**src/usc_pkg.sv**
```systemverilog
// Package of the USB status and control block: register indices, field
// positions, reset values and the packed carriers shared by its modules.
// Assumes a single module clock and a synchronous active-high reset.
//
// Notes on behaviour
// - Status window valid only while token-done set.
// - Four-entry queue holds completed transaction status.
// - Engine finishing a descriptor pushes one entry.
// - Clearing token-done presents next entry, re-raises flag.
// - Status bits 7-4 hold endpoint number 0-15.
// - Status bit 3 is one for IN transfers.
// - Status bit 2 is one for odd bank.
// - Setup token sets hold bit, stops packets.
// - Software clears hold; token processing then resumes.
// - Resume bit set drives remote wakeup signalling.
// - Writing bank-clear bit zeroes ping-pong bank bits.
// - Bank clear touches only endpoints five, six.
// - Enable set starts module, resets bank bits.
// - Accept tokens only matching seven-bit address.
// - Address cleared by reset and bus reset.
// - Every start-of-frame loads eleven-bit frame number.
// - High register bits 2-0 hold frame 10-8.
`default_nettype none

package usc_pkg;

    // ------------------------------------------------------------------
    // Register indices on the register port.
    // ------------------------------------------------------------------
    localparam logic [2:0] REG_STATUS    = 3'h0;
    localparam logic [2:0] REG_CONTROL   = 3'h1;
    localparam logic [2:0] REG_ADDRESS   = 3'h2;
    localparam logic [2:0] REG_FRAME_LOW = 3'h3;
    localparam logic [2:0] REG_FRAME_HI  = 3'h4;

    // ------------------------------------------------------------------
    // Field positions and reset values.
    // ------------------------------------------------------------------
    localparam int unsigned CTL_HOLD_BIT   = 5;
    localparam int unsigned CTL_RESUME_BIT = 2;
    localparam int unsigned CTL_BANKCLR_BIT = 1;
    localparam int unsigned CTL_ENABLE_BIT = 0;
    localparam logic [7:0]  CTL_RESET      = 8'h00;
    localparam logic [6:0]  ADDRESS_RESET  = 7'h00;
    localparam logic [10:0] FRAME_RESET    = 11'h000;
    localparam int unsigned QUEUE_DEPTH    = 4;
    localparam logic [2:0]  QUEUE_FULL_CNT = 3'h4;

    // ------------------------------------------------------------------
    // Carriers.
    // ------------------------------------------------------------------
    // One completed transaction as the engine reports it.
    typedef struct packed {
        logic [3:0] endpoint;
        logic       dir_in;
        logic       odd_bank;
    } usc_status_t;

    // One access on the register port; rd and wr are one-cycle strobes.
    typedef struct packed {
        logic [2:0] index;
        logic       rd;
        logic       wr;
        logic [7:0] wdata;
    } usc_reg_req_t;

    // A decoded token header from the serial engine.
    typedef struct packed {
        logic       valid;
        logic [6:0] address;
    } usc_token_t;

    // A received start-of-frame token.
    typedef struct packed {
        logic        valid;
        logic [10:0] frame;
    } usc_sof_t;

    // Status entry laid out as the status window byte.
    function automatic logic [7:0] usc_status_byte(input usc_status_t s);
        usc_status_byte = {s.endpoint, s.dir_in, s.odd_bank, 2'b00};
    endfunction

endpackage

`default_nettype wire

```
**src/usc_status_mem.sv**
```systemverilog
// Four-word memory that holds queued transaction status entries.
// Assumes the owner keeps its own pointers; read data are registered.
`default_nettype none

module usc_status_mem
    import usc_pkg::*;
(
    input  wire logic        mclk,
    input  wire logic        ce,
    input  wire logic        wr_en,
    input  wire logic [1:0]  wr_addr,
    input  wire usc_status_t wr_data,
    input  wire logic [1:0]  rd_addr,
    output usc_status_t      rd_data
);

    usc_status_t mem [QUEUE_DEPTH];

    // ------------------------------------------------------------------
    // Storage.
    // ------------------------------------------------------------------
    // Read before write: a word written this cycle is seen one cycle later.
    always_ff @(posedge mclk) begin
        if (ce) begin
            if (wr_en) begin
                mem[wr_addr] <= wr_data;
            end
            rd_data <= mem[rd_addr];
        end
    end

endmodule

`default_nettype wire

```
**src/usc_addr_frame.sv**
```systemverilog
// Device address register, token address match and frame number capture.
// Assumes token and frame inputs come from logic on the module clock.
`default_nettype none

module usc_addr_frame
    import usc_pkg::*;
(
    input  wire logic        mclk,
    input  wire logic        reset,
    input  wire logic        ce,
    input  wire logic        addr_wr,
    input  wire logic [6:0]  addr_wdata,
    input  wire logic        bus_reset_det,
    input  wire logic        module_enable,
    input  wire logic        transaction_hold,
    input  wire usc_token_t  token,
    input  wire usc_sof_t    sof,
    output logic [6:0]       device_address_field,
    output logic [10:0]      frame_number_field,
    output logic             token_accept
);

    logic [6:0]  next_address;
    logic [10:0] next_frame;
    logic        next_accept;

    // ------------------------------------------------------------------
    // Next values.
    // ------------------------------------------------------------------
    // Bus reset outranks a firmware write so the device falls back to zero.
    always_comb begin
        next_address = device_address_field;
        if (bus_reset_det) begin
            next_address = ADDRESS_RESET;
        end else if (addr_wr) begin
            next_address = addr_wdata;
        end
        next_frame = sof.valid ? sof.frame : frame_number_field;
        // Tokens stall while transactions are held so queued work drains first.
        next_accept = token.valid && (token.address == device_address_field)
                      && module_enable && !transaction_hold;
    end

    // ------------------------------------------------------------------
    // Registers.
    // ------------------------------------------------------------------
    always_ff @(posedge mclk) begin
        if (reset) begin
            device_address_field <= ADDRESS_RESET;
            frame_number_field   <= FRAME_RESET;
            token_accept         <= 1'b0;
        end else if (ce) begin
            device_address_field <= next_address;
            frame_number_field   <= next_frame;
            token_accept         <= next_accept;
        end
    end

endmodule

`default_nettype wire

```
**src/usc_status_control.sv**
```systemverilog
// Top of the USB status and control block: status queue and window,
// control register, ping-pong bank bits of endpoints five and six, and
// the register read path. Address and frame logic sit in a submodule.
// Assumes all inputs come from logic on mclk; no synchronisers needed.
`default_nettype none

module usc_status_control
    import usc_pkg::*;
(
    input  wire logic         mclk,
    input  wire logic         reset,
    input  wire logic         ce,
    input  wire usc_reg_req_t reg_req,
    output logic [7:0]        reg_rdata,
    input  wire logic         xact_valid,
    input  wire usc_status_t  xact_status,
    output logic              queue_full,
    output logic              token_done_flag,
    input  wire logic         token_done_clear,
    input  wire logic         setup_rcvd,
    input  wire logic         bus_reset_det,
    input  wire usc_token_t   token,
    input  wire usc_sof_t     sof,
    output logic              token_accept,
    output logic              transaction_hold,
    output logic              remote_wakeup_drive,
    output logic              module_enable,
    input  wire logic [1:0]   bank_toggle,
    output logic [1:0]        pingpong_bank
);

    // ------------------------------------------------------------------
    // Declarations.
    // ------------------------------------------------------------------
    logic [1:0]  wr_ptr;
    logic [1:0]  rd_ptr;
    logic [2:0]  count;
    logic        head_ok;
    usc_status_t window;
    usc_status_t head_data;
    logic [1:0]  next_wr_ptr;
    logic [1:0]  next_rd_ptr;
    logic [2:0]  next_count;
    logic        next_head_ok;
    usc_status_t next_window;
    logic        next_flag;
    logic        next_queue_full;
    logic        push;
    logic        pop;

    logic        next_hold;
    logic        next_resume;
    logic        next_enable;
    logic [1:0]  next_bank;
    logic [7:0]  next_rdata;
    logic        ctl_wr;
    logic        bank_clear;
    logic        enable_set;
    logic [6:0]  device_address_field;
    logic [10:0] frame_number_field;

    assign ctl_wr = reg_req.wr && (reg_req.index == REG_CONTROL);

    // ------------------------------------------------------------------
    // Status queue and window.
    // ------------------------------------------------------------------
    // A finished descriptor is queued while count is below four; a full queue drops the entry and
    // queue_full lets the engine stall instead of losing status.
    always_comb begin
        push         = xact_valid && (count != QUEUE_FULL_CNT);
        pop          = !token_done_flag && head_ok;
        next_wr_ptr  = push ? wr_ptr + 2'd1 : wr_ptr;
        next_rd_ptr  = pop ? rd_ptr + 2'd1 : rd_ptr;
        next_count   = count + {2'b00, push} - {2'b00, pop};
        // Head data are good once the entry has sat a cycle at rd_ptr.
        next_head_ok = (count != 3'd0) && !pop;
        next_window  = pop ? head_data : window;
        next_flag    = token_done_flag;
        if (pop) begin
            next_flag = 1'b1;
        end else if (token_done_clear) begin
            next_flag = 1'b0;
        end
        next_queue_full = (next_count == QUEUE_FULL_CNT);
    end

    always_ff @(posedge mclk) begin
        if (reset) begin
            wr_ptr          <= 2'd0;
            rd_ptr          <= 2'd0;
            count           <= 3'd0;
            head_ok         <= 1'b0;
            window          <= '0;
            token_done_flag <= 1'b0;
            queue_full      <= 1'b0;
        end else if (ce) begin
            wr_ptr          <= next_wr_ptr;
            rd_ptr          <= next_rd_ptr;
            count           <= next_count;
            head_ok         <= next_head_ok;
            window          <= next_window;
            token_done_flag <= next_flag;
            queue_full      <= next_queue_full;
        end
    end

    usc_status_mem u_mem (
        .mclk    (mclk),
        .ce      (ce),
        .wr_en   (push),
        .wr_addr (wr_ptr),
        .wr_data (xact_status),
        .rd_addr (rd_ptr),
        .rd_data (head_data)
    );

    // ------------------------------------------------------------------
    // Control register and ping-pong bank bits.
    // ------------------------------------------------------------------
    // A setup token sets the hold bit even in the cycle software clears it,
    // so a second setup is never missed.
    always_comb begin
        bank_clear  = ctl_wr && reg_req.wdata[CTL_BANKCLR_BIT];
        enable_set  = ctl_wr && reg_req.wdata[CTL_ENABLE_BIT] && !module_enable;
        next_hold   = transaction_hold;
        if (setup_rcvd) begin
            next_hold = 1'b1;
        end else if (ctl_wr) begin
            next_hold = reg_req.wdata[CTL_HOLD_BIT];
        end
        next_resume = ctl_wr ? reg_req.wdata[CTL_RESUME_BIT] : remote_wakeup_drive;
        next_enable = ctl_wr ? reg_req.wdata[CTL_ENABLE_BIT] : module_enable;
        // Only endpoints five and six own bank bits, so the clear can reach no other.
        if (bank_clear || enable_set) begin
            next_bank = 2'b00;
        end else begin
            next_bank = pingpong_bank ^ bank_toggle;
        end
    end

    always_ff @(posedge mclk) begin
        if (reset) begin
            transaction_hold    <= CTL_RESET[CTL_HOLD_BIT];
            remote_wakeup_drive <= CTL_RESET[CTL_RESUME_BIT];
            module_enable       <= CTL_RESET[CTL_ENABLE_BIT];
            pingpong_bank       <= 2'b00;
        end else if (ce) begin
            transaction_hold    <= next_hold;
            remote_wakeup_drive <= next_resume;
            module_enable       <= next_enable;
            pingpong_bank       <= next_bank;
        end
    end

    // ------------------------------------------------------------------
    // Address and frame number.
    // ------------------------------------------------------------------
    usc_addr_frame u_addr_frame (
        .mclk                 (mclk),
        .reset                (reset),
        .ce                   (ce),
        .addr_wr              (reg_req.wr && (reg_req.index == REG_ADDRESS)),
        .addr_wdata           (reg_req.wdata[6:0]),
        .bus_reset_det        (bus_reset_det),
        .module_enable        (module_enable),
        .transaction_hold     (transaction_hold),
        .token                (token),
        .sof                  (sof),
        .device_address_field (device_address_field),
        .frame_number_field   (frame_number_field),
        .token_accept         (token_accept)
    );

    // ------------------------------------------------------------------
    // Register read path.
    // ------------------------------------------------------------------
    // Read data appear the cycle after the strobe and read zero otherwise;
    // the bank-clear bit is a strobe and always reads zero.
    always_comb begin
        next_rdata = 8'h00;
        if (reg_req.rd) begin
            case (reg_req.index)
                REG_STATUS: begin
                    next_rdata = usc_status_byte(window);
                end
                REG_CONTROL: begin
                    next_rdata = {2'b00, transaction_hold, 2'b00,
                                  remote_wakeup_drive, 1'b0, module_enable};
                end
                REG_ADDRESS: begin
                    next_rdata = {1'b0, device_address_field};
                end
                REG_FRAME_LOW: begin
                    next_rdata = frame_number_field[7:0];
                end
                REG_FRAME_HI: begin
                    next_rdata = {5'b00000, frame_number_field[10:8]};
                end
                default: begin
                    next_rdata = 8'h00;
                end
            endcase
        end
    end

    always_ff @(posedge mclk) begin
        if (reset) begin
            reg_rdata <= 8'h00;
        end else if (ce) begin
            reg_rdata <= next_rdata;
        end
    end

endmodule

`default_nettype wire

```
**config.mk**
```make
export PLATFORM = sky130hd
export DESIGN_NAME = usc_status_control
export DESIGN_NICKNAME = d
export VERILOG_FILES = /design/src/usc_pkg.sv /design/src/usc_status_mem.sv /design/src/usc_addr_frame.sv /design/src/usc_status_control.sv
export SDC_FILE = /design/constraint.sdc
export NUM_CORES = 1
export LEC_CHECK = 0
export BUFFER_PORTS_ARGS = -buffer_cell sky130_fd_sc_hd__buf_2
export CAP_MARGIN = 25
export CORE_MARGIN = 5
export CORE_UTILIZATION = 34
export DETAILED_ROUTE_END_ITERATION = 8
export MAX_ROUTING_LAYER = met4
export PLACE_DENSITY = 0.62
export SLEW_MARGIN = 20
export SYNTH_ARGS = -nofsm -noshare
export SYNTH_HDL_FRONTEND = slang
export SYNTH_SLANG_ARGS = --single-unit
export TNS_END_PERCENT = 100
```
**constraint.sdc**
```tcl
create_clock -name mclk -period 2.5 [get_ports mclk]
set_input_delay 0.375 -clock mclk [delete_from_list [all_inputs] [get_ports mclk]]
set_output_delay 0.375 -clock mclk [all_outputs]
set_load 0.005 [all_outputs]
```
== Word level (Yosys, flattened, before mapping) ==
Memory sizes are Yosys's and may differ from the RTL's. A register that Yosys moved wholly into a read port is not among the register bits.
Cells that the tools add are included.
Word-level totals
  memory bits (writable): 24
  word-level logic and storage cells: 70
  register bits after elaboration: 48
  memories: 1
  output and inout bits: 16
  input bits: 48
Cells by class
  add/subtract/negate cells: 4
  reductions and logical operators: 28
  bitwise operators: 1
  mux-type cells: 12
  equality and inequality tests: 7
Memories
  u_mem.mem: words 4, width 6, read ports 1, clocked after memory_dff 1, wr ports 1, line usc_status_mem.sv:17  | usc_status_t mem [QUEUE_DEPTH];
Operator list (count)
  8-bit case mux with 5 select lines: 1
  7-bit two-way mux: 2
  2-bit AND reduction: 7
  1-bit logical AND: 11
  8-bit two-way mux: 1
  7-bit equality test: 1
  1-bit two-way mux: 7
  3-bit by 2-bit equality test with 1-bit output (second input constant): 2
  3-bit equality test (second input constant): 2
  2-bit nonzero test: 3
  2-bit by 1-bit adder with 2-bit output (second input constant): 2
  1-bit logical NOT: 4
  3-bit by 1-bit adder with 3-bit output: 1
  3-bit by 1-bit equality test with 1-bit output (second input constant): 1
  3-bit logical NOT: 1
  3-bit inequality test (second input constant): 1
  3-bit nonzero test: 1
  3-bit by 1-bit subtractor with 3-bit output: 1
  2-bit two-way mux: 1
  2-bit bitwise XOR: 1
  1-bit logical OR: 1

== Longest topological paths before layout ==
Gate-level depths: netlist (run 1).
  word-level depth: 6
  depth in mapped cells: 11
  depth with buffers taken out: 11

== Modules after synthesis ==
A second synthesis (run 1) with hierarchy kept.
Second synthesis, totals
  cells, all modules: 295
  area, all modules: 3266.9 um2
By module, submodules not included
  usc_status_control: cells each 165, instances 1, seq. area each 580.6 um2, area an instance 1425.1 um2
  usc_status_mem: cells each 41, instances 1, seq. area each 900.9 um2, area an instance 1086.0 um2
  usc_addr_frame: cells each 89, instances 1, seq. area each 380.4 um2, area an instance 755.7 um2

== Least setup slack after synthesis (run 1) ==
No wires, ideal clock.
  kind: flip-flop to flip-flop
  from: register head_ok
  to: register queue_full
  clock period less this slack: 1.999 ns
  setup time: 0.070 ns
  data required time: 2.430 ns
  arrival: 1.929 ns
  cell stages (with the launch flop): 11
  path buffers: 1
  setup slack: 0.501 ns
  cells stage by stage: dfxtp_1 > nor2b_1 > buf_2 > ha_1 > inv_1 > ha_1 > fa_1 > xnor2_1 > xnor2_1 > nand3_1 > a21oi_1
Between the ends
  cells in the longest elaborated chain, start to end: 3
Ends and longest elaborated chain
  from (decl): line usc_status_control.sv:38  | logic head_ok;
  from (signal assigned): line usc_status_control.sv:100  | head_ok <= next_head_ok;
  1-bit logical AND: line usc_status_control.sv:71  | pop = !token_done_flag && head_ok;
  3-bit by 1-bit subtractor with 3-bit output: line usc_status_control.sv:74  | next_count = count + {2'b00, push} - {2'b00, pop};
  3-bit equality test: line usc_status_control.sv:84  | next_queue_full = (next_count == QUEUE_FULL_CNT);
  to (signal assigned): line usc_status_control.sv:103  | queue_full <= next_queue_full;
  to (decl): line usc_status_control.sv:17  | output logic queue_full,
No other way between the ends.
A chain may end at the register's enable or synchronous reset.

== Worst setup path in the final report (run 1) ==
  from: register count[0]
  to: register queue_full
Between the ends
  cells in the longest elaborated chain, start to end: 5
Ends and longest elaborated chain
  from (decl): line usc_status_control.sv:37  | logic [2:0] count;
  from (signal assigned): line usc_status_control.sv:99  | count <= next_count;
  3-bit inequality test: line usc_status_control.sv:70  | push = xact_valid && (count != QUEUE_FULL_CNT);
  1-bit logical AND: line usc_status_control.sv:70
  3-bit by 1-bit adder with 3-bit output *: line usc_status_control.sv:74
  3-bit by 1-bit subtractor with 3-bit output *: line usc_status_control.sv:74
  3-bit equality test *: line usc_status_control.sv:84
Mark *: on every way between the ends. The rest lies on a longest branch, timed or not.

==> results of run 1 <==
-- critical path, delay by kind of cell (launching register included) --
family	cells	cell delay, ns
buffers and inverters	1	0.04
AOI/OAI and AO/OA	1	0.15
DFF	1	0.40
xor gates and xnor gates	2	0.36
and+or+nand+nor	4	0.29
adders and majority gates	3	0.85
-- flip-flops by register name, summed over array words and instances, names as in the netlist --
name                               count
u_mem.mem                             24
u_addr_frame.frame_number_field       11
reg_rdata                              8
u_addr_frame.device_address_field      7
u_mem.rd_data                          6
window                                 6
count                                  3
pingpong_bank                          2
rd_ptr                                 2
wr_ptr                                 2
head_ok                                1
module_enable                          1
queue_full                             1
remote_wakeup_drive                    1
token_done_flag                        1
transaction_hold                       1
u_addr_frame.token_accept              1
-- cells in the mapped netlist, types with 3 or more instances --
cell      instances  area share, %
o21ai_0           3           0.46
inv_1             7           0.80
nand2_1          41            4.7
mux4_2            7            4.8
a22o_1            3           0.80
edfxtp_1         30             27
a22oi_1          14            3.2
ha_1              6            2.3
nor2_1           30            3.4
buf_2             6           0.91
xnor2_1           3           0.80
nand3_1           8            1.2
nor3_1            3           0.46
clkbuf_1          7           0.80
nand3b_1          4           0.91
a21oi_1          27            4.1
and2_1            5           0.95
dfxtp_1          48             29
mux2i_1           8            2.4
mux2_2            3            1.0
xor2_1           11            2.9
-- power by group --
part / internal (W) / switching, W
Sequential: 0.00137 / 0.0000325
Clock: 0.000679 / 0.000432
Combinational: 0.000124 / 0.000150
Total: 0.00218 / 0.000615
-- per-stage QoR --
stage | setup slack [ns] | hold WS [ns] | instance area, µm² | utilization, %
global route | 0.2210 | 0.2477 | 3968 | 41.35
detailed placement | 0.3802 | 0.4513 | 3724 | 38.81
CTS | 0.3597 | 0.2367 | 3968 | 41.35
finish | 0.3500 | 0.2531 | 3968 | 41.35
global placement | 0.4816 | 0.4435 | 3724 | 38.81
floorplan | 0.5007 | 0.4314 | 3296 | -
-- cell families after synthesis --
kind of cell,count (synthesis),synth area share [%]
AND/OR/NAND/NOR,105,15.38
flip-flops,78,56.49
AO/OA/AOI/OAI,53,9.871
buffers and inverters,24,3.417
multiplexers,18,8.238
XOR/XNOR,14,3.721
adder cells (fa/ha/maj),7,2.885
-- worst paths after layout --
| kind | from | end |
|---|---|---|
| hold / removal | xact_status[5] | u_mem.mem[2][5] |
| hold reg to reg | u_addr_frame.frame_number_field[5] | u_addr_frame.frame_number_field[5] |
| setup reg to reg | count[0] | queue_full |
| setup / recovery | count[0] | queue_full |
-- layer usage --
layer / global-route usage [%] / vias to the layer above / wire length [µm] / share of wire [%]
li1: - / 1174 / - / -
met1: 16.45 / 1100 / 3213 / 45
met2: 20.70 / 74 / 3349 / 47
met3: 4.119 / 6 / 535 / 7.4
met4: 4.779 / 0 / 91 / 1.3
met5: - / - / 0 / 0
-- area by class of cell --
cell class	instances	area share, %
Clock inverter	2	1.514
Sequential cell	78	46.93
Clock buffer	14	4.636
Tap cell	133	4.194
Timing Repair Buffer	67	8.767
Inverter	7	0.6623
Multi-Input combinational cell	197	33.30
-- placed cells by master (no fill, tap or decap), types with 3 or more instances in the layout --
cell type  netlist  routed
a21oi_1         27      27
o21ai_0          3       3
nor2_1          30      30
buf_4            0       5
nand3_1          8       8
and2_1           5       5
a22oi_1         14      14
mux2i_1          8       8
nand3b_1         4       4
xor2_1          11      11
mux2_2           3       3
ha_1             6       6
nand2_1         41      41
inv_1            7       7
a22o_1           3       3
mux4_2           7       7
buf_2            6      62
clkbuf_8         0      11
xnor2_1          3       3
dfxtp_1         48      48
nor3_1           3       3
edfxtp_1        30      30
==> impl_results.md, run 1 <==
* DR vias/cell at 4.727
* Clock Latency Late Sink at 0.34 ns
* Cts hold-fix bufs at 0
* TritonCTS buffer count at 9
* Synthesized cell area at 3296 µm²
* Async set-reset flop share out of synthesis at 0%
* Pin count of the biggest net entering global routing at 20
* Worst EP required at 2.78 ns
* Clock sink count at 78
* Register area share after synthesis at 56.49%
* Peak VDD IR at 0.2805 mV
* IO buf count at 62
* Hold WC Path Type: input pin to flip-flop
* Row cnt at 36
* R2R Setup Slk at 0.35 ns
* Setup Crit Path Kind: flip-flop to flip-flop
* Cells after Synth at 299
* Multi-input combinational cell area at 1321 µm²
* Gr usage total at 13.34%
* Clock skew at 0.01159 ns
* Residual DRC at 0
* Initial antenna violation count at 0
* Number of global-route vias before repair at 2373
* Clk slew on worst S/H paths at 0.08 ns
* WL/cell at 14.44 µm
* Final Power at 0.002790 W
* Post-Place Cells at 482
* PD cells at 703.2 nW/µm²
* Syn nets at 354
* F_max at 465.1 MHz
* Period minus WS final at 2.150 ns
* Syn_area_per_cell at 11.02 µm²
* CTS root buf: clkbuf_8
* Post_cts resized at 0
* HPWL Detailed at 5374 µm
* Antenna-violating nets left at 0
* # nets final at 415
* Die area at 11760 µm²
* Initial Util at 34.35%
* Crit start category: flip-flop
* Pleak at 1.573 nW
* Crit path max-delay cell type: dfxtp_1
* Setup-failing EPs final at 0
* FF-to-FF path depth at 11
* Crit-path max cell delay at 0.40 ns
* Die X at 108.5 µm
* Worst-Margin Slew at 0.6007 ns
* Final period utilization at 86.00%
* Crit path max fanout at 4
* Gr ovfl total at 0
* TritonCTS clock tree: yes
* Final Max Tran Viols at 0
* Post-Route WL at 7190 µm
* Setup crit end kind: flip-flop
* Seq. cell area at 1862 µm²
* Postcts setup bufs at 0
* Fin cells at 498
* Rel. slew slack at 59.91%
* Seq cells post-synth at 78
* Hold depth at 1
* Area grow syn2layout at 20.39%
* Max Cap Viol at 0
* Ys flop type: dfxtp_1
* Hold Fails Final Rpt at 0
* FILL cells at 931
* Max clock buf depth at 2
* DRT iter0 DRCs at 101
* H-tree Lvls at 3
* Share of cells above drive strength 1 at 25.48%
* Global-route wire length before repair at 11740 µm
* Die height at 108.5 µm
* Status: completed
* Gpl congestion at 0.8839
* TNS Setup at 0 ns
* TritonRoute pass-1 iters at 4
* # IOs at 64
* Synth Warn # at 0
* Crit path cell chain: nor2_1 > nand2_1 > nand2_1 > ha_1 > inv_1 > ha_1 > fa_1 > xnor2_1 > xnor2_1 > nand3_1 > a21oi_1
* Via count at 2354
* Post-synth EDFFs at 30
* Crit path DAT at 2.43 ns
* Antenna fix cells at 0
* Core Footprint at 9594 µm²
* RSZ-0062 raised after global routing: no
* Library cells used by synthesis at 40
No activity file was read; power rests on OpenSTA's default activity.
==> inputs of run 2 (changes only) <==
--- a/config.mk
+++ b/config.mk
@@ -10,10 +10,12 @@
 export CORE_MARGIN = 5
 export CORE_UTILIZATION = 34
 export DETAILED_ROUTE_END_ITERATION = 8
+export GPL_TIMING_DRIVEN = 0
 export MAX_ROUTING_LAYER = met4
 export PLACE_DENSITY = 0.62
 export SLEW_MARGIN = 20
 export SYNTH_ARGS = -nofsm -noshare
 export SYNTH_HDL_FRONTEND = slang
+export SYNTH_HIERARCHICAL = 1
 export SYNTH_SLANG_ARGS = --single-unit
 export TNS_END_PERCENT = 100
==> impl_results.md, run 2 <==
* DRT iter0 DRCs at 125
* Pleak at 1.564 nW
* Crit path DAT at 2.62 ns
* Hold depth at 1
* Sw Pwr at 0.0006394 W
* Pre-CTS setup slack at -0.06644 ns
* Crit path max-delay cell type: or3b_4
* Most common cell after layout, fill and taps aside: buf_2
* Peak VDD IR at 0.4074 mV
* Via count at 2425
* Max clock buf depth at 2
* Row cnt at 35
* Final period utilization at 94.00%
* Final Power at 0.002811 W
* Die height at 108.0 µm
* Dominant cell type by area after synthesis: dfxtp_1
* Clock sink count at 78
* IO buf count at 61
* R2R Setup Slk at 0.15 ns
* Top flop regs: u_mem/mem x24, u_addr_frame/frame_number_field x11, reg_rdata x8
* Seq cells post-synth at 78
* Die area at 11670 µm²
* PD cells at 703.4 nW/µm²
* Hold Worst Slack at 0.2461 ns
* Clock group share of total power at 39.5%
* Synth top cells by count: 48 x dfxtp_1, 45 x nand2_1, 30 x edfxtp_1, 28 x a21oi_1, 20 x nor2_1
* Syn nets at 346
* Hold Fails Final Rpt at 0
* Sw frac at 22.75%
* Gr ovfl total at 0
* Crit-path max cell delay at 0.39 ns
* Period minus WS final at 2.350 ns
* Async set-reset flop share out of synthesis at 0%
* Most frequent cells in the layout: 67 x buf_2, 45 x nand2_1, 45 x dfxtp_1
* Hold WC Path Type: input pin to flip-flop
* Yosys top cell area share at 29.41%
* Residual DRC at 0
* Syn_area_per_cell at 11.07 µm²
* Setup Crit Path Kind: flip-flop to flip-flop
* Register area share after synthesis at 56.99%
* Gr usage total at 14.01%
* Util after Layout at 43.05%
* Global-route wire length before repair at 12250 µm
* Status: completed
* WL/cell at 15.40 µm
* DR vias/cell at 4.840
* Crit start category: flip-flop
* Setup-failing EPs final at 0
* Int Power at 0.002172 W
* H-tree Lvls at 3
* # IOs at 64
* TritonRoute pass-1 iters at 4
* Clock skew at 0.004564 ns
* Final Max Tran Viols at 0
* Number of global-route vias before repair at 2468
* Worst EP required at 2.77 ns
* Gpl congestion at 0.8157
* Antenna-violating nets left at 0
* Post-Route WL at 7714 µm
* Worst-Margin Slew at 0.8286 ns
* Library cells used by synthesis at 48
* Pin count of the biggest net entering global routing at 19
* Crit path cell chain: or3b_4 > nand2_1 > ha_1 > inv_1 > ha_1 > inv_1 > fa_2 > xor2_2 > xor2_1 > nand4b_1 > a21oi_1
* Synth Warn # at 6
* TritonCTS clock tree: yes
* Gate power share at 10.2%
* Largest Register: u_mem/mem
* Dominant cell by count in the synthesized netlist: dfxtp_1
* Max Cap Viol at 0
* Initial antenna violation count at 0
* Initial Util at 35.19%
* Ys flop type: dfxtp_1
* Synth top area cells: dfxtp_1 29%, edfxtp_1 28%, nand2_1 5.2%
* Max reg flops at 24
* Die X at 108.0 µm
* Core Footprint at 9284 µm²
* Share of cells above drive strength 1 at 28.76%
* Clock Latency Late Sink at 0.34 ns
* Clk slew on worst S/H paths at 0.08 ns
* FF-to-FF path depth at 11
* TritonCTS buffer count at 9
* Seq pwr share at 50.3%
* Antenna fix cells at 0
* HPWL Detailed at 5763 µm
* Worst setup margin at 0.1501 ns
* Rel. slew slack at 43.97%
* Cells after Synth at 295
* Setup crit end kind: flip-flop
* Post-synth EDFFs at 30
* Crit path max fanout at 5
* F_max at 425.5 MHz
* CTS root buf: clkbuf_8
* Area grow syn2layout at 22.33%
* Synthesized cell area at 3267 µm²
* # nets final at 418
[run 2: cell type report]
class / count / area [µm²]
fill: 926 / 5288
sequential: 78 / 1868
multi-input combinational: 191 / 1303
timing repair buffer: 61 / 305.3
tap: 129 / 161.4
clock buffer: 10 / 127.6
clock inverter: 6 / 110.1
buffer: 17 / 87.58
inverter: 9 / 33.78
[run 2: final timing paths]
path                     endpoint            from
setup reg to reg       queue_full        count[1]
hold / removal    u_mem/mem[1][3]  xact_status[3]
hold reg to reg         window[1]       window[1]
setup / recovery       queue_full        count[1]
[run 2: metrics by stage]
stage / cell area (µm²) / setup TNS, ns / cells
after floorplan: 3267 / 0 / 295
after global placement: 3734 / -0.01518 / 485
after detailed placement: 3740 / -0.06644 / 485
after CTS: 3983 / 0 / 501
after global routing: 3996 / -0.01661 / 501
final: 3996 / 0 / 501
[run 2: what timing repair did]
action,4_1_cts,5_1_grt
endpoints found under the setup margin,2,2
buffers inserted,0,0
hold endpoints to repair,0,0
gates resized for setup,3,4
hold buffers,0,0
pin swaps,0,2
[run 2: power by group through the flow]
stage | registers [W] | clock network [W] | logic [W]
finish | 0.00141 | 0.00111 | 0.000287
global route | 0.00142 | 0.00119 | 0.000323
CTS | 0.00141 | 0.00113 | 0.000286
detailed placement | 0.00144 | 0 | 0.000281
global placement | 0.00144 | 0 | 0.000272
floorplan | 0.00143 | 0 | 0.000177
[run 2: metal layers]
| metal | share of wire, % | global-route usage, % | up-vias |
|---|---|---|---|
| li1 | - | - | 1192 |
| met1 | 43 | 15.95 | 1168 |
| met2 | 51 | 24.51 | 60 |
| met3 | 5.9 | 3.821 | 5 |
| met4 | 0.47 | 3.427 | 0 |
| met5 | 0 | - | - |
[run 2: logic make-up after synthesis]
| logic type | after synthesis | synth area share [%] |
|---|---|---|
| AO/OA/AOI/OAI | 52 | 9.613 |
| XOR/XNOR | 16 | 4.289 |
| adder cells (fa/ha/maj) | 3 | 1.379 |
| buffers and inverters | 26 | 3.715 |
| flip-flops | 78 | 56.99 |
| multiplexers | 16 | 7.736 |
| AND/OR/NAND/NOR | 104 | 16.28 |
[run 2: critical path, delay by kind of cell, from the launching register on]
kind / cells / cell delay (ns)
AOI/OAI and AO/OA: 1 / 0.15
xor gates and xnor gates: 2 / 0.33
adders and majority gates: 3 / 0.70
buffers and inverters: 2 / 0.10
DFF: 1 / 0.37
and+or+nand+nor: 3 / 0.62
==> inputs of run 3 (changes only) <==
--- a/config.mk
+++ b/config.mk
@@ -13,6 +13,7 @@
 export GPL_TIMING_DRIVEN = 0
 export MAX_ROUTING_LAYER = met4
 export PLACE_DENSITY = 0.62
+export RECOVER_POWER = 25
 export SLEW_MARGIN = 20
 export SYNTH_ARGS = -nofsm -noshare
 export SYNTH_HDL_FRONTEND = slang
==> impl_results.md, run 3 (synthesis results as in run 2) <==
* Row cnt at 35
* # IOs at 64
* Global-route wire length before repair at 12250 µm
* Antenna fix cells at 0
* WL/cell at 15.39 µm
* Final period utilization at 94.04%
* Most common cell after layout, fill and taps aside: buf_2
* Crit path DAT at 2.62 ns
* Status: completed
* Peak VDD IR at 0.4065 mV
* CP delay by family, top: adder cells
* Clock skew at 0.005114 ns
* Top flop regs: u_mem/mem x24, u_addr_frame/frame_number_field x11, reg_rdata x8
* Fin cells at 501
* Antenna-violating nets left at 0
* Residual DRC at 0
* Initial antenna violation count at 0
* Util after Layout at 42.95%
* Sw Pwr at 0.0006364 W
* Pin count of the biggest net entering global routing at 19
* Multi-input combinational cell area at 1303 µm²
* Post-Route WL at 7711 µm
* Die area at 11670 µm²
* Int Power at 0.002170 W
* Pleak at 1.545 nW
* Hold Worst Slack at 0.2635 ns
* TritonCTS buffer count at 9
* Sw frac at 22.68%
* HPWL Detailed at 5763 µm
* TritonCTS clock tree: yes
* Worst-Margin Slew at 0.8680 ns
* Rel. slew slack at 41.30%
* Crit path cell chain: or3b_4 > nand2_1 > ha_1 > inv_1 > ha_1 > inv_1 > fa_2 > xor2_2 > xor2_1 > nand4b_1 > a21oi_1
* Gr usage total at 14.01%
* Die height at 108.0 µm
* Clock group share of total power at 39.4%
* Area grow syn2layout at 22.06%
* Gpl congestion at 0.8157
* Largest Register: u_mem/mem
* Core Footprint at 9284 µm²
* PD cells at 703.8 nW/µm²
* Gate power share at 10.2%
* DRT iter0 DRCs at 117
* Die X at 108.0 µm
* Setup crit end kind: flip-flop
* Worst EP required at 2.77 ns
* Clock Latency Late Sink at 0.34 ns
* Max clock buf depth at 2
* Seq. cell area at 1868 µm²
* # nets final at 418
* Crit path max-delay cell type: or3b_4
* Most frequent cells in the layout: 60 x buf_2, 45 x nand2_1, 45 x dfxtp_1
* Post-Place Cells at 485
* Crit start category: flip-flop
* WP buf/inv at 2
* Clock sink count at 78
* Number of global-route vias before repair at 2468
* Hold Fails Final Rpt at 0
* DR vias/cell at 4.862
* Seq pwr share at 50.4%
* Share of cells above drive strength 1 at 26.88%
* TritonRoute pass-1 iters at 4
* F_max at 425.4 MHz
* Setup Crit Path Kind: flip-flop to flip-flop
* Final Max Tran Viols at 0
* Crit-path max cell delay at 0.39 ns
* FILL cells at 931
* Setup-failing EPs final at 0
* Period minus WS final at 2.351 ns
* Max reg flops at 24
* Via count at 2436
* Crit path max fanout at 5
* CTS root buf: clkbuf_8
* Hold WC Path Type: input pin to flip-flop
* H-tree Lvls at 3
* IO buf count at 61
* Gr ovfl total at 0
* Clk slew on worst S/H paths at 0.08 ns
* Max Cap Viol at 0
* Initial Util at 35.19%
==> run 3: timing repair <==
action / CTS / global route
pin swaps: 0 / 2
hold buffers: 0 / 0
endpoints found under the setup margin: 2 / 2
setup buffers: 0 / 0
gates resized for setup: 3 / 4
==> run 3: power by group through the flow <==
stage	Sequential (W)	Combinational, W	Clock (W)
after floorplan	0.00143	0.000177	0
after global placement	0.00144	0.000272	0
after detailed placement	0.00144	0.000281	0
after CTS	0.00141	0.000286	0.00113
after global routing	0.00142	0.000321	0.00119
final	0.00141	0.000285	0.00111
==> run 3: stage by stage <==
stage / TNS (ns) / total power, W / instance area (µm²) / worst slack, ns
finish: 0 / 0.002807 / 3988 / 0.1490
global route: -0.01661 / 0.002939 / 3988 / -0.01661
CTS: 0 / 0.002833 / 3983 / 0.05472
detailed placement: -0.06644 / 0.001723 / 3740 / -0.06644
global placement: -0.01518 / 0.001709 / 3734 / -0.01518
floorplan: 0 / 0.001608 / 3267 / 0.1343
==> run 3: cell type report <==
type / count / share of cell area, %
Sequential cell: 78 / 46.85
Multi-Input combinational cell: 191 / 32.66
Timing Repair Buffer: 61 / 7.436
Tap cell: 129 / 4.048
Clock buffer: 10 / 3.200
Clock inverter: 6 / 2.761
Buffer: 17 / 2.196
Inverter: 9 / 0.8472
==> run 3: worst paths after layout <==
check	start	to	slack, ns	cells past startpoint
setup / recovery	count[1]	queue_full	0.15	11
hold / removal	sof[1]	u_addr_frame/frame_number_field[1]	0.26	3
setup reg to reg	count[1]	queue_full	0.15	11
hold reg to reg	window[1]	window[1]	0.46	2
==> run 3: worst register-to-register path, cell delays in order, from the launching register on <==
cell and delay (ns):
dfxtp_2 0.37, or3b_4 0.40, nand2_1 0.11, ha_1 0.23, inv_1 0.05, ha_1 0.13
inv_1 0.05, fa_2 0.34, xor2_2 0.18, xor2_1 0.16, nand4b_1 0.12, a21oi_1 0.15
==> run 3: per-layer routing <==
metal  part of all wire [%]  GRT usage (%)  routed length, µm  vias up
met1                     42          15.95               3235     1172
met5                      0              -                  0        -
li1                       -              -                  -     1192
met3                    6.6          3.821                512        7
met2                     51          24.51               3915       65
met4                   0.61          3.427                 47        0
